### src/inc/rlyc_defines.vh
`ifndef RLYC_DEFINES_VH
`define RLYC_DEFINES_VH
// register offsets (byte addresses, one word each)
`define RLYC_A_CTRL 8'h00
`define RLYC_A_THR1 8'h04
`define RLYC_A_THR2 8'h08
`define RLYC_A_DEADBAND_HALF_WIDTH 8'h0c
`define RLYC_A_GATE 8'h10
`define RLYC_A_DLY 8'h14
`define RLYC_A_SPAN 8'h18
`define RLYC_A_PER 8'h1c
`define RLYC_A_MIN 8'h20
`define RLYC_A_BUSV 8'h24
`define RLYC_A_STAT 8'h28
// ctrl fields
`define RLYC_F_SRC 1:0
`define RLYC_F_MODE 4:2
`define RLYC_F_UNIT 5
`define RLYC_F_FAULT 7:6
`define RLYC_F_PWMAL 8
`define RLYC_F_DUTY 15:9
// source select
`define RLYC_SRC_MEAS 2'h0
`define RLYC_SRC_BUS 2'h1
`define RLYC_SRC_HEAT 2'h2
`define RLYC_SRC_COOL 2'h3
// modes
`define RLYC_M_DIS 3'h0
`define RLYC_M_DIR 3'h1
`define RLYC_M_INV 3'h2
`define RLYC_M_IN 3'h3
`define RLYC_M_OUT 3'h4
`define RLYC_M_PWM 3'h5
// fault reaction
`define RLYC_AL_HOLD 2'h0
`define RLYC_AL_ON 2'h1
`define RLYC_AL_OFF 2'h2
// limits
`define RLYC_THR_MIN (-14'sd999)
`define RLYC_THR_MAX 14'sd9999
`define RLYC_HYS_MAX 10'h3e7
`define RLYC_DLY_MAX 10'h3e7
`define RLYC_PER_MAX 14'h270f
`define RLYC_CTRL_RST 16'h0000
// timebase: 0.1 s tick at 40 MHz
`define RLYC_TICK_NS 100000000
`define RLYC_CLK_NS 25
`define RLYC_TICK_CYC (`RLYC_TICK_NS / `RLYC_CLK_NS)
// one 0.1 min delay step in 0.1 s ticks
`define RLYC_MIN_TICKS 60
`endif

### src/rtl/rlyc_relay_ctrl.v
`timescale 1ns/1ps
`include "rlyc_defines.vh"
module rlyc_relay_ctrl #(
  parameter TICK_CYC = `RLYC_TICK_CYC,
  parameter OC_OUTPUT = 1
) (
  input wire mclk,
  input wire resetn,
  input wire [7:0] addr,
  input wire [31:0] wdata,
  input wire wr,
  input wire rd,
  output reg [31:0] rdata,
  input wire signed [13:0] meas_value,
  input wire meas_range_fault,
  input wire signed [13:0] heat_deviation,
  input wire [6:0] heat_output_pct,
  input wire signed [13:0] cool_deviation,
  input wire [6:0] cool_output_pct,
  output reg relay_out,
  output reg led_out
);
  reg [15:0] ctrl_r;
  reg signed [13:0] thr1_r;
  reg signed [13:0] thr2_r;
  reg [9:0] deadband_half_width_r;
  reg [13:0] dev_gate_r;
  reg [6:0] pct_gate_r;
  reg [9:0] on_dly_r;
  reg [9:0] off_dly_r;
  reg signed [13:0] span_lo_r;
  reg signed [13:0] span_hi_r;
  reg [13:0] period_r;
  reg [13:0] hmin_r;
  reg [13:0] lmin_r;
  reg signed [13:0] bus_value_r;
  reg [23:0] pre_r;
  reg [9:0] minpre_r;
  reg [15:0] dly_cnt_r;
  reg [13:0] pcnt_r;
  reg rly_r;
  reg pwm_r;
  reg tick;
  wire [1:0] src = ctrl_r[`RLYC_F_SRC];
  wire [2:0] mode = ctrl_r[`RLYC_F_MODE];
  wire [1:0] fault_reaction = ctrl_r[`RLYC_F_FAULT];
  wire pwm_fault_fill = ctrl_r[`RLYC_F_PWMAL];
  wire [6:0] forced_fill = ctrl_r[`RLYC_F_DUTY];
  wire pwm_drive_mode = (mode == `RLYC_M_PWM) && (OC_OUTPUT != 0);
  // clamp helper for signed thresholds
  function signed [13:0] clamp_thr;
    input signed [31:0] v;
    begin
      if (v < -999)
        clamp_thr = `RLYC_THR_MIN;
      else if (v > 9999)
        clamp_thr = `RLYC_THR_MAX;
      else
        clamp_thr = v[13:0];
    end
  endfunction
  // bus register writes
  always @(posedge mclk or negedge resetn) begin
    if (!resetn) begin
      ctrl_r <= `RLYC_CTRL_RST;
      thr1_r <= 14'sd0;
      thr2_r <= 14'sd0;
      deadband_half_width_r <= 10'h000;
      dev_gate_r <= 14'h0000;
      pct_gate_r <= 7'h00;
      on_dly_r <= 10'h000;
      off_dly_r <= 10'h000;
      span_lo_r <= 14'sd0;
      span_hi_r <= 14'sd0;
      period_r <= 14'h0000;
      hmin_r <= 14'h0000;
      lmin_r <= 14'h0000;
      bus_value_r <= 14'sd0;
    end else if (wr) begin
      case (addr)
        `RLYC_A_CTRL: ctrl_r <= wdata[15:0];
        `RLYC_A_THR1: thr1_r <= clamp_thr(wdata);
        `RLYC_A_THR2: thr2_r <= clamp_thr(wdata);
        `RLYC_A_DEADBAND_HALF_WIDTH: begin
          // whole word compared so large values clamp instead of wrapping
          if (wdata > {22'h000000, `RLYC_HYS_MAX})
            deadband_half_width_r <= `RLYC_HYS_MAX;
          else
            deadband_half_width_r <= wdata[9:0];
        end
        `RLYC_A_GATE: begin
          dev_gate_r <= wdata[13:0];
          pct_gate_r <= wdata[22:16];
        end
        `RLYC_A_DLY: begin
          if (wdata[15:0] > {6'h00, `RLYC_DLY_MAX})
            on_dly_r <= `RLYC_DLY_MAX;
          else
            on_dly_r <= wdata[9:0];
          if (wdata[31:16] > {6'h00, `RLYC_DLY_MAX})
            off_dly_r <= `RLYC_DLY_MAX;
          else
            off_dly_r <= wdata[25:16];
        end
        `RLYC_A_SPAN: begin
          span_lo_r <= wdata[13:0];
          span_hi_r <= wdata[29:16];
        end
        `RLYC_A_PER: begin
          if (wdata > {18'h00000, `RLYC_PER_MAX})
            period_r <= `RLYC_PER_MAX;
          else
            period_r <= wdata[13:0];
        end
        `RLYC_A_MIN: begin
          hmin_r <= wdata[13:0];
          lmin_r <= wdata[29:16];
        end
        `RLYC_A_BUSV: bus_value_r <= wdata[13:0];
        default: ;
      endcase
    end
  end
  // reads: data in the cycle after the strobe, unmapped reads zero
  always @(posedge mclk or negedge resetn) begin
    if (!resetn)
      rdata <= 32'h0000_0000;
    else if (rd) begin
      case (addr)
        `RLYC_A_CTRL: rdata <= {16'h0000, ctrl_r};
        `RLYC_A_THR1: rdata <= {{18{thr1_r[13]}}, thr1_r};
        `RLYC_A_THR2: rdata <= {{18{thr2_r[13]}}, thr2_r};
        `RLYC_A_DEADBAND_HALF_WIDTH: rdata <= {22'h000000, deadband_half_width_r};
        `RLYC_A_GATE: rdata <= {9'h000, pct_gate_r, 2'h0, dev_gate_r};
        `RLYC_A_DLY: rdata <= {6'h00, off_dly_r, 6'h00, on_dly_r};
        `RLYC_A_SPAN: rdata <= {2'h0, span_hi_r, 2'h0, span_lo_r};
        `RLYC_A_PER: rdata <= {18'h00000, period_r};
        `RLYC_A_MIN: rdata <= {2'h0, lmin_r, 2'h0, hmin_r};
        `RLYC_A_BUSV: rdata <= {{18{bus_value_r[13]}}, bus_value_r};
        `RLYC_A_STAT: rdata <= {28'h0000000, meas_range_fault,
                                pwm_r, rly_r, relay_out};
        default: rdata <= 32'h0000_0000;
      endcase
    end else
      rdata <= 32'h0000_0000;
  end
  // source selection and loop gating
  reg signed [13:0] src_val;
  reg loop_ok;
  reg [13:0] dev_abs;
  reg [6:0] pct;
  always @* begin
    src_val = meas_value;
    dev_abs = 14'h0000;
    pct = 7'h00;
    loop_ok = 1'b1;
    case (src)
      `RLYC_SRC_MEAS: src_val = meas_value;
      `RLYC_SRC_BUS: src_val = bus_value_r;
      `RLYC_SRC_HEAT: begin
        src_val = heat_deviation;
        pct = heat_output_pct;
      end
      default: begin
        src_val = cool_deviation;
        pct = cool_output_pct;
      end
    endcase
    if (src[1]) begin
      dev_abs = src_val[13] ? (~src_val + 14'h0001) : src_val;
      // both gates must pass when both are set
      loop_ok = ((dev_gate_r == 14'h0000) || (dev_abs >= dev_gate_r)) &&
                ((pct_gate_r == 7'h00) || (pct >= pct_gate_r));
    end
  end
  // borders, widened so threshold +/- hysteresis never wraps
  wire signed [15:0] sv = {{2{src_val[13]}}, src_val};
  wire signed [15:0] h = {6'h00, deadband_half_width_r};
  wire signed [15:0] t1 = {{2{thr1_r[13]}}, thr1_r};
  wire signed [15:0] t2 = {{2{thr2_r[13]}}, thr2_r};
  wire signed [15:0] tlo = (t1 < t2) ? t1 : t2;
  wire signed [15:0] thi = (t1 < t2) ? t2 : t1;
  // want_on/want_off: border crossed towards on/off state
  reg want_on;
  reg want_off;
  always @* begin
    want_on = 1'b0;
    want_off = 1'b0;
    case (mode)
      `RLYC_M_DIR: begin
        want_on = sv > t1 + h;
        want_off = sv < t1 - h;
      end
      `RLYC_M_INV: begin
        want_off = sv > t1 + h;
        want_on = sv < t1 - h;
      end
      `RLYC_M_IN: begin
        want_on = (sv > tlo + h) && (sv < thi - h);
        want_off = !want_on;
      end
      `RLYC_M_OUT: begin
        want_on = (sv > thi + h) || (sv < tlo - h);
        want_off = !want_on;
      end
      default: begin
        want_on = 1'b0;
        want_off = 1'b1;
      end
    endcase
    if (!loop_ok) begin
      want_on = 1'b0;
      want_off = 1'b0;
    end
  end
  // 0.1 s timebase; a minute-unit delay step is 60 of these ticks
  always @(posedge mclk or negedge resetn) begin
    if (!resetn) begin
      pre_r <= 24'h000000;
      tick <= 1'b0;
    end else if (pre_r == TICK_CYC - 1) begin
      pre_r <= 24'h000000;
      tick <= 1'b1;
    end else begin
      pre_r <= pre_r + 24'h000001;
      tick <= 1'b0;
    end
  end
  always @(posedge mclk or negedge resetn) begin
    if (!resetn)
      minpre_r <= 10'h000;
    else if (tick)
      minpre_r <= (minpre_r == `RLYC_MIN_TICKS - 1) ? 10'h000 :
                  minpre_r + 10'h001;
  end
  wire dly_tick = ctrl_r[`RLYC_F_UNIT] ? (tick && minpre_r == 10'h000)
                  : tick;
  // delayed relay state
  wire pending = rly_r ? want_off : want_on;
  wire [9:0] dly_lim = rly_r ? off_dly_r : on_dly_r;
  always @(posedge mclk or negedge resetn) begin
    if (!resetn) begin
      dly_cnt_r <= 16'h0000;
      rly_r <= 1'b0;
    end else if (mode == `RLYC_M_DIS || pwm_drive_mode) begin
      dly_cnt_r <= 16'h0000;
      rly_r <= 1'b0;
    end else if (!pending) begin
      dly_cnt_r <= 16'h0000;
    end else if (dly_lim == 10'h000 ||
                 dly_cnt_r > {6'h00, dly_lim}) begin
      // one extra tick: a partial first tick never shortens the delay
      rly_r <= ~rly_r;
      dly_cnt_r <= 16'h0000;
    end else if (dly_tick)
      dly_cnt_r <= dly_cnt_r + 16'h0001;
  end
  // pwm fill in percent: linear across the span
  reg [6:0] fill;
  reg signed [15:0] num;
  reg signed [15:0] den;
  reg [22:0] prod;
  reg [22:0] quo;
  always @* begin
    num = sv - {{2{span_lo_r[13]}}, span_lo_r};
    den = {{2{span_hi_r[13]}}, span_hi_r} -
          {{2{span_lo_r[13]}}, span_lo_r};
    prod = 23'h000000;
    quo = 23'h000000;
    if (num <= 0)
      fill = 7'h00;
    else if (num >= den)
      fill = 7'h64;
    else begin
      prod = num[15:0] * 7'h64;
      quo = prod / den[15:0];
      fill = quo[6:0];
    end
    if (meas_range_fault && pwm_fault_fill) begin
      // codes above 100 % would push the high time past the period
      if (forced_fill > 7'h64)
        fill = 7'h64;
      else
        fill = forced_fill;
    end
  end
  // high time in 0.1 s ticks for this period
  wire [20:0] hraw = period_r * fill;
  wire [20:0] hq = hraw / 21'h64;
  wire [13:0] htime_raw = hq[13:0];
  reg [13:0] htime;
  always @* begin
    htime = htime_raw;
    if (htime != 14'h0000 && htime < hmin_r)
      htime = hmin_r;
    if (htime != period_r && period_r - htime < lmin_r)
      htime = period_r - lmin_r;
    if ({1'b0, hmin_r} + {1'b0, lmin_r} > {1'b0, period_r})
      htime = 14'h0000;
  end
  // per-period counter, minimum times re-evaluated each period
  reg [13:0] htime_r;
  always @(posedge mclk or negedge resetn) begin
    if (!resetn) begin
      pcnt_r <= 14'h0000;
      htime_r <= 14'h0000;
      pwm_r <= 1'b0;
    end else if (!pwm_drive_mode) begin
      pcnt_r <= 14'h0000;
      htime_r <= 14'h0000;
      pwm_r <= 1'b0;
    end else begin
      if (tick) begin
        if (pcnt_r + 14'h0001 >= period_r) begin
          pcnt_r <= 14'h0000;
          // fault with hold keeps last period's share
          if (!(meas_range_fault && !pwm_fault_fill))
            htime_r <= htime;
        end else
          pcnt_r <= pcnt_r + 14'h0001;
      end
      pwm_r <= (period_r != 14'h0000) && (pcnt_r < htime_r);
    end
  end
  // alarm override and pin drive
  reg drive;
  always @* begin
    drive = pwm_drive_mode ? pwm_r : rly_r;
    if (meas_range_fault && !pwm_drive_mode) begin
      case (fault_reaction)
        `RLYC_AL_ON: drive = 1'b1;
        `RLYC_AL_OFF: drive = 1'b0;
        // hold applies to active modes only, disabled stays off
        default: drive = (mode == `RLYC_M_DIS) ? 1'b0 : relay_out;
      endcase
    end
  end
  always @(posedge mclk or negedge resetn) begin
    if (!resetn) begin
      relay_out <= 1'b0;
      led_out <= 1'b0;
    end else begin
      relay_out <= drive;
      led_out <= drive;
    end
  end
endmodule

### config.mk
export PLATFORM = sky130hd
export DESIGN_NAME = rlyc_relay_ctrl
export DESIGN_NICKNAME = d
export VERILOG_FILES = /design/src/rtl/rlyc_relay_ctrl.v
export VERILOG_INCLUDE_DIRS = /design/src /design/src/inc
export SDC_FILE = /design/constraint.sdc
export NUM_CORES = 2
export LEC_CHECK = 0
export BUFFER_PORTS_ARGS = -buffer_cell sky130_fd_sc_hd__buf_4
export CAP_MARGIN = 40
export CORE_UTILIZATION = 65
export CTS_BUF_LIST = sky130_fd_sc_hd__clkbuf_4 sky130_fd_sc_hd__clkbuf_8
export DETAILED_ROUTE_END_ITERATION = 8
export PLACE_DENSITY_LB_ADDON = 0.3
export SLEW_MARGIN = 0
export SYNTH_ARGS = -nofsm -noshare
export SYNTH_HDL_FRONTEND = slang
export SYNTH_SLANG_ARGS = --single-unit
### constraint.sdc
create_clock -name mclk -period 231.3 [get_ports mclk]
set_clock_uncertainty 0.2 [all_clocks]
set_input_delay 57.825 -clock mclk [delete_from_list [all_inputs] [get_ports mclk]]
set_output_delay 57.825 -clock mclk [all_outputs]
set_load 0.1 [all_outputs]
==> reports/results.ini <==
[layout]
nets = 6295
final_common_cell = ha_1
multi_input_area_mm2 = 0.0344
fillers = 5219
final_cell_mix = ha_1 (700), nand2_1 (457), nor2_1 (422)
layout-drive-gt1-share_pct = 10.9
area_growth_pct = 7.07
seq_area_mm2 = 0.00731

[grt]
grt_pass1_wl_mm = 217
overflow = 0
grt_pass1_vias = 40580
grt_usage_pct = 40.4
antenna_found_initial = 14
grt_max_degree = 200

[routing]
drcViolationCount = 80
post_drt_wl_per_cell_um = 22.1
final_antenna_net_count = 0
drt_iter0_drc = 4043
dr_total_vias = 41945
wirelength_mm = 140
avgViaCountPerCell = 6.64
first_pass_iters = 9

[synth]
ys_warn_count = 0
synth_seq_area_share_pct = 16.7
synth.largest_area_cell = ha_1
netlist_area_mm2 = 0.0438
synth_xor_area_share_pct = 6.47
synth_top_family_by_area = adder cells
synthArstFlopShare_pct = 100
synth_ff_type = dfrtp_1
synth_top_area_share_pct = 20.0
synth.avg_cell_area_um2 = 8.20
postSynthCellCount = 5346
ys_types = 130
synth_mux_area_share_pct = 6.61
yosys.area_share.simple_pct = 19.0
synth-edff-count = 0
synth-seq-cells = 292
ys_top_cells_by_area = ha_1 (20%), dfrtp_1 (17%), mux2_2 (4.6%)
synth_compound_area_share_pct = 22.3
synthAdderAreaFrac_pct = 23.8

[worst_setup_path]
worstPathArrival_ps = 151780
r2r_end = htime_r[2]$_DFFE_PN0P_
end_kind = register
worst-r2r-setup-slack_ps = 136220
cpMostUsedCell = o21a_1
slowest_delay_ps = 730
critPathLaunchType = input pin
ff2ff_path_depth = 455
r2r_start = ctrl_r[0]$_DFFE_PN0P_
path_max_fanout = 33
critPathSlowestCell = or3_1
required_ps = 231630
path_class = in -> reg

[die]
start_util_pct = 66.2
core_area_mm2 = 0.0662
die_x_um = 262
rows = 94
dieArea_mm2 = 0.0685
ioPinCount = 135
die_h_um = 262

[timing]
tns_ps = 0
final-setup-viol-count = 0
slew_viol_final = 0
max_slew.worst_pin.slew_ps = 1240
post-route-period-util_pct = 65.5
rsz0062_at_grt = false
max-slew-margin-rel_pct = 17.1
final-hold-violation-count = 0
finalCriticalPeriod_ps = 151450
fmax_ghz = 0.00660

[worst_hold_path]
hold_depth = 1
worstHoldStart = minpre_r[9]$_DFFE_PN0P_
holdCritPathClass = reg -> reg
whs_endpoint = minpre_r[9]$_DFFE_PN0P_

[placement]
portBuffers = 134
hpwl_mm = 109
gp_congestion = 1.03

[clock_network]
cts_buffers = 50
cts_tree = done
cts_resized = 0
root_buffer = clkbuf_8
cts_buffer_depth = 3
cts-htree-levels = 2
clk_latency_ps = 620
post_cts_buffers = 0
holdBufCountCts = 0
clkTransAtPathRegs_ps = 60
cts_sinks = 292

[run]
drv_cap = 0

[outcome]
violations = DRC
outcome = complete, but fails checks

registers in the layout (all words and copies together) (netlist names), 14 cells and up:
signal	flops
thr1_r	14
hmin_r	14
pre_r	24
pcnt_r	14
period_r	14
dly_cnt_r	16
thr2_r	14
ctrl_r	16
rdata	31
span_hi_r	14
htime_r	14
dev_gate_r	14
lmin_r	14
span_lo_r	14
bus_value_r	14
per-stage QoR:
step / utilization, % / cell area [um^2] / setup WS (ps) / hold WS [ps] / std cells
2_1_floorplan: - / 43800 / 88190 / 233 / 5350
3_3_place_gp: 68.9 / 45700 / 84150 / 248 / 6213
3_5_place_dp: 69.1 / 45700 / 80940 / 261 / 6223
4_1_cts: 70.9 / 46900 / 81200 / 271 / 6314
5_1_grt: 70.9 / 46900 / 72340 / 289 / 6315
6_report: 70.9 / 46900 / 79850 / 271 / 6319
Yosys cell counts, types with 46 or more instances:
master    instances
o21a_1          190
xnor2_1         211
nor2_1          424
clkbuf_1        152
inv_1           385
nor3_1          215
a21oi_1         276
nor2b_1         101
o21ai_0         267
mux2_2          179
dfrtp_1         292
nand3_1         103
nand2_1         457
a31oi_1          50
nand4_1          82
o21bai_1         46
nand2b_1         98
a21o_1          135
o31ai_1          71
ha_1            700
fa_1             83
xor2_1          101
mux2i_1          53
critical path: cells and delay by family:
kind	cells	cell delay [ps]
compound gates	274	54420
simple gates	107	20320
fa+ha+maj	34	10600
buf+inv	28	3820
mux	8	3330
xor+xnor	4	1360
metal layers:
metal / global-route usage [%] / vias up / wire (um)
li1: - / 19549 / -
met1: 48.0 / 19686 / 52600
met2: 64.2 / 2070 / 61300
met3: 11.4 / 620 / 15200
met4: 25.8 / 20 / 10400
met5: 0 / - / 135
kinds of logic (layout without fill, tap and decap cells):
kind of cell	Yosys count	in the layout
adder cells (fa/ha/maj)	786	786
AO/OA/AOI/OAI	1414	1414
flip-flops	292	292
XOR/XNOR	317	317
AND/OR/NAND/NOR	1714	1714
multiplexers	249	249
other	1	10
buffers and inverters	573	673
final cells by class:
cell class                      instances  share of cell area [%]
Antenna cell                            5                  0.0267
Clock inverter                         15                   0.413
Clock buffer                           76                    2.11
Tap cell                              864                    2.30
Sequential cell                       292                    15.6
Inverter                              386                    3.09
Multi-Input combinational cell       4485                    73.3
Timing Repair Buffer                  196                    3.19
worst max path at each step:
stage | start | to | slack, ps | cells after the start
2_1_floorplan | cool_deviation[1] | htime_r[10]$_DFFE_PN0P_ | 88190 | 466
3_3_place_gp | cool_deviation[1] | htime_r[2]$_DFFE_PN0P_ | 84150 | 454
3_5_place_dp | cool_deviation[0] | htime_r[3]$_DFFE_PN0P_ | 80940 | 458
4_1_cts | cool_deviation[0] | htime_r[2]$_DFFE_PN0P_ | 81200 | 459
5_1_grt | cool_deviation[0] | htime_r[2]$_DFFE_PN0P_ | 72340 | 461
6_report | cool_deviation[0] | htime_r[2]$_DFFE_PN0P_ | 79850 | 455
Power is left out: the tool's default activity adds up to more than one toggle a clock period on the data nets, which glitch-free logic cannot reach.
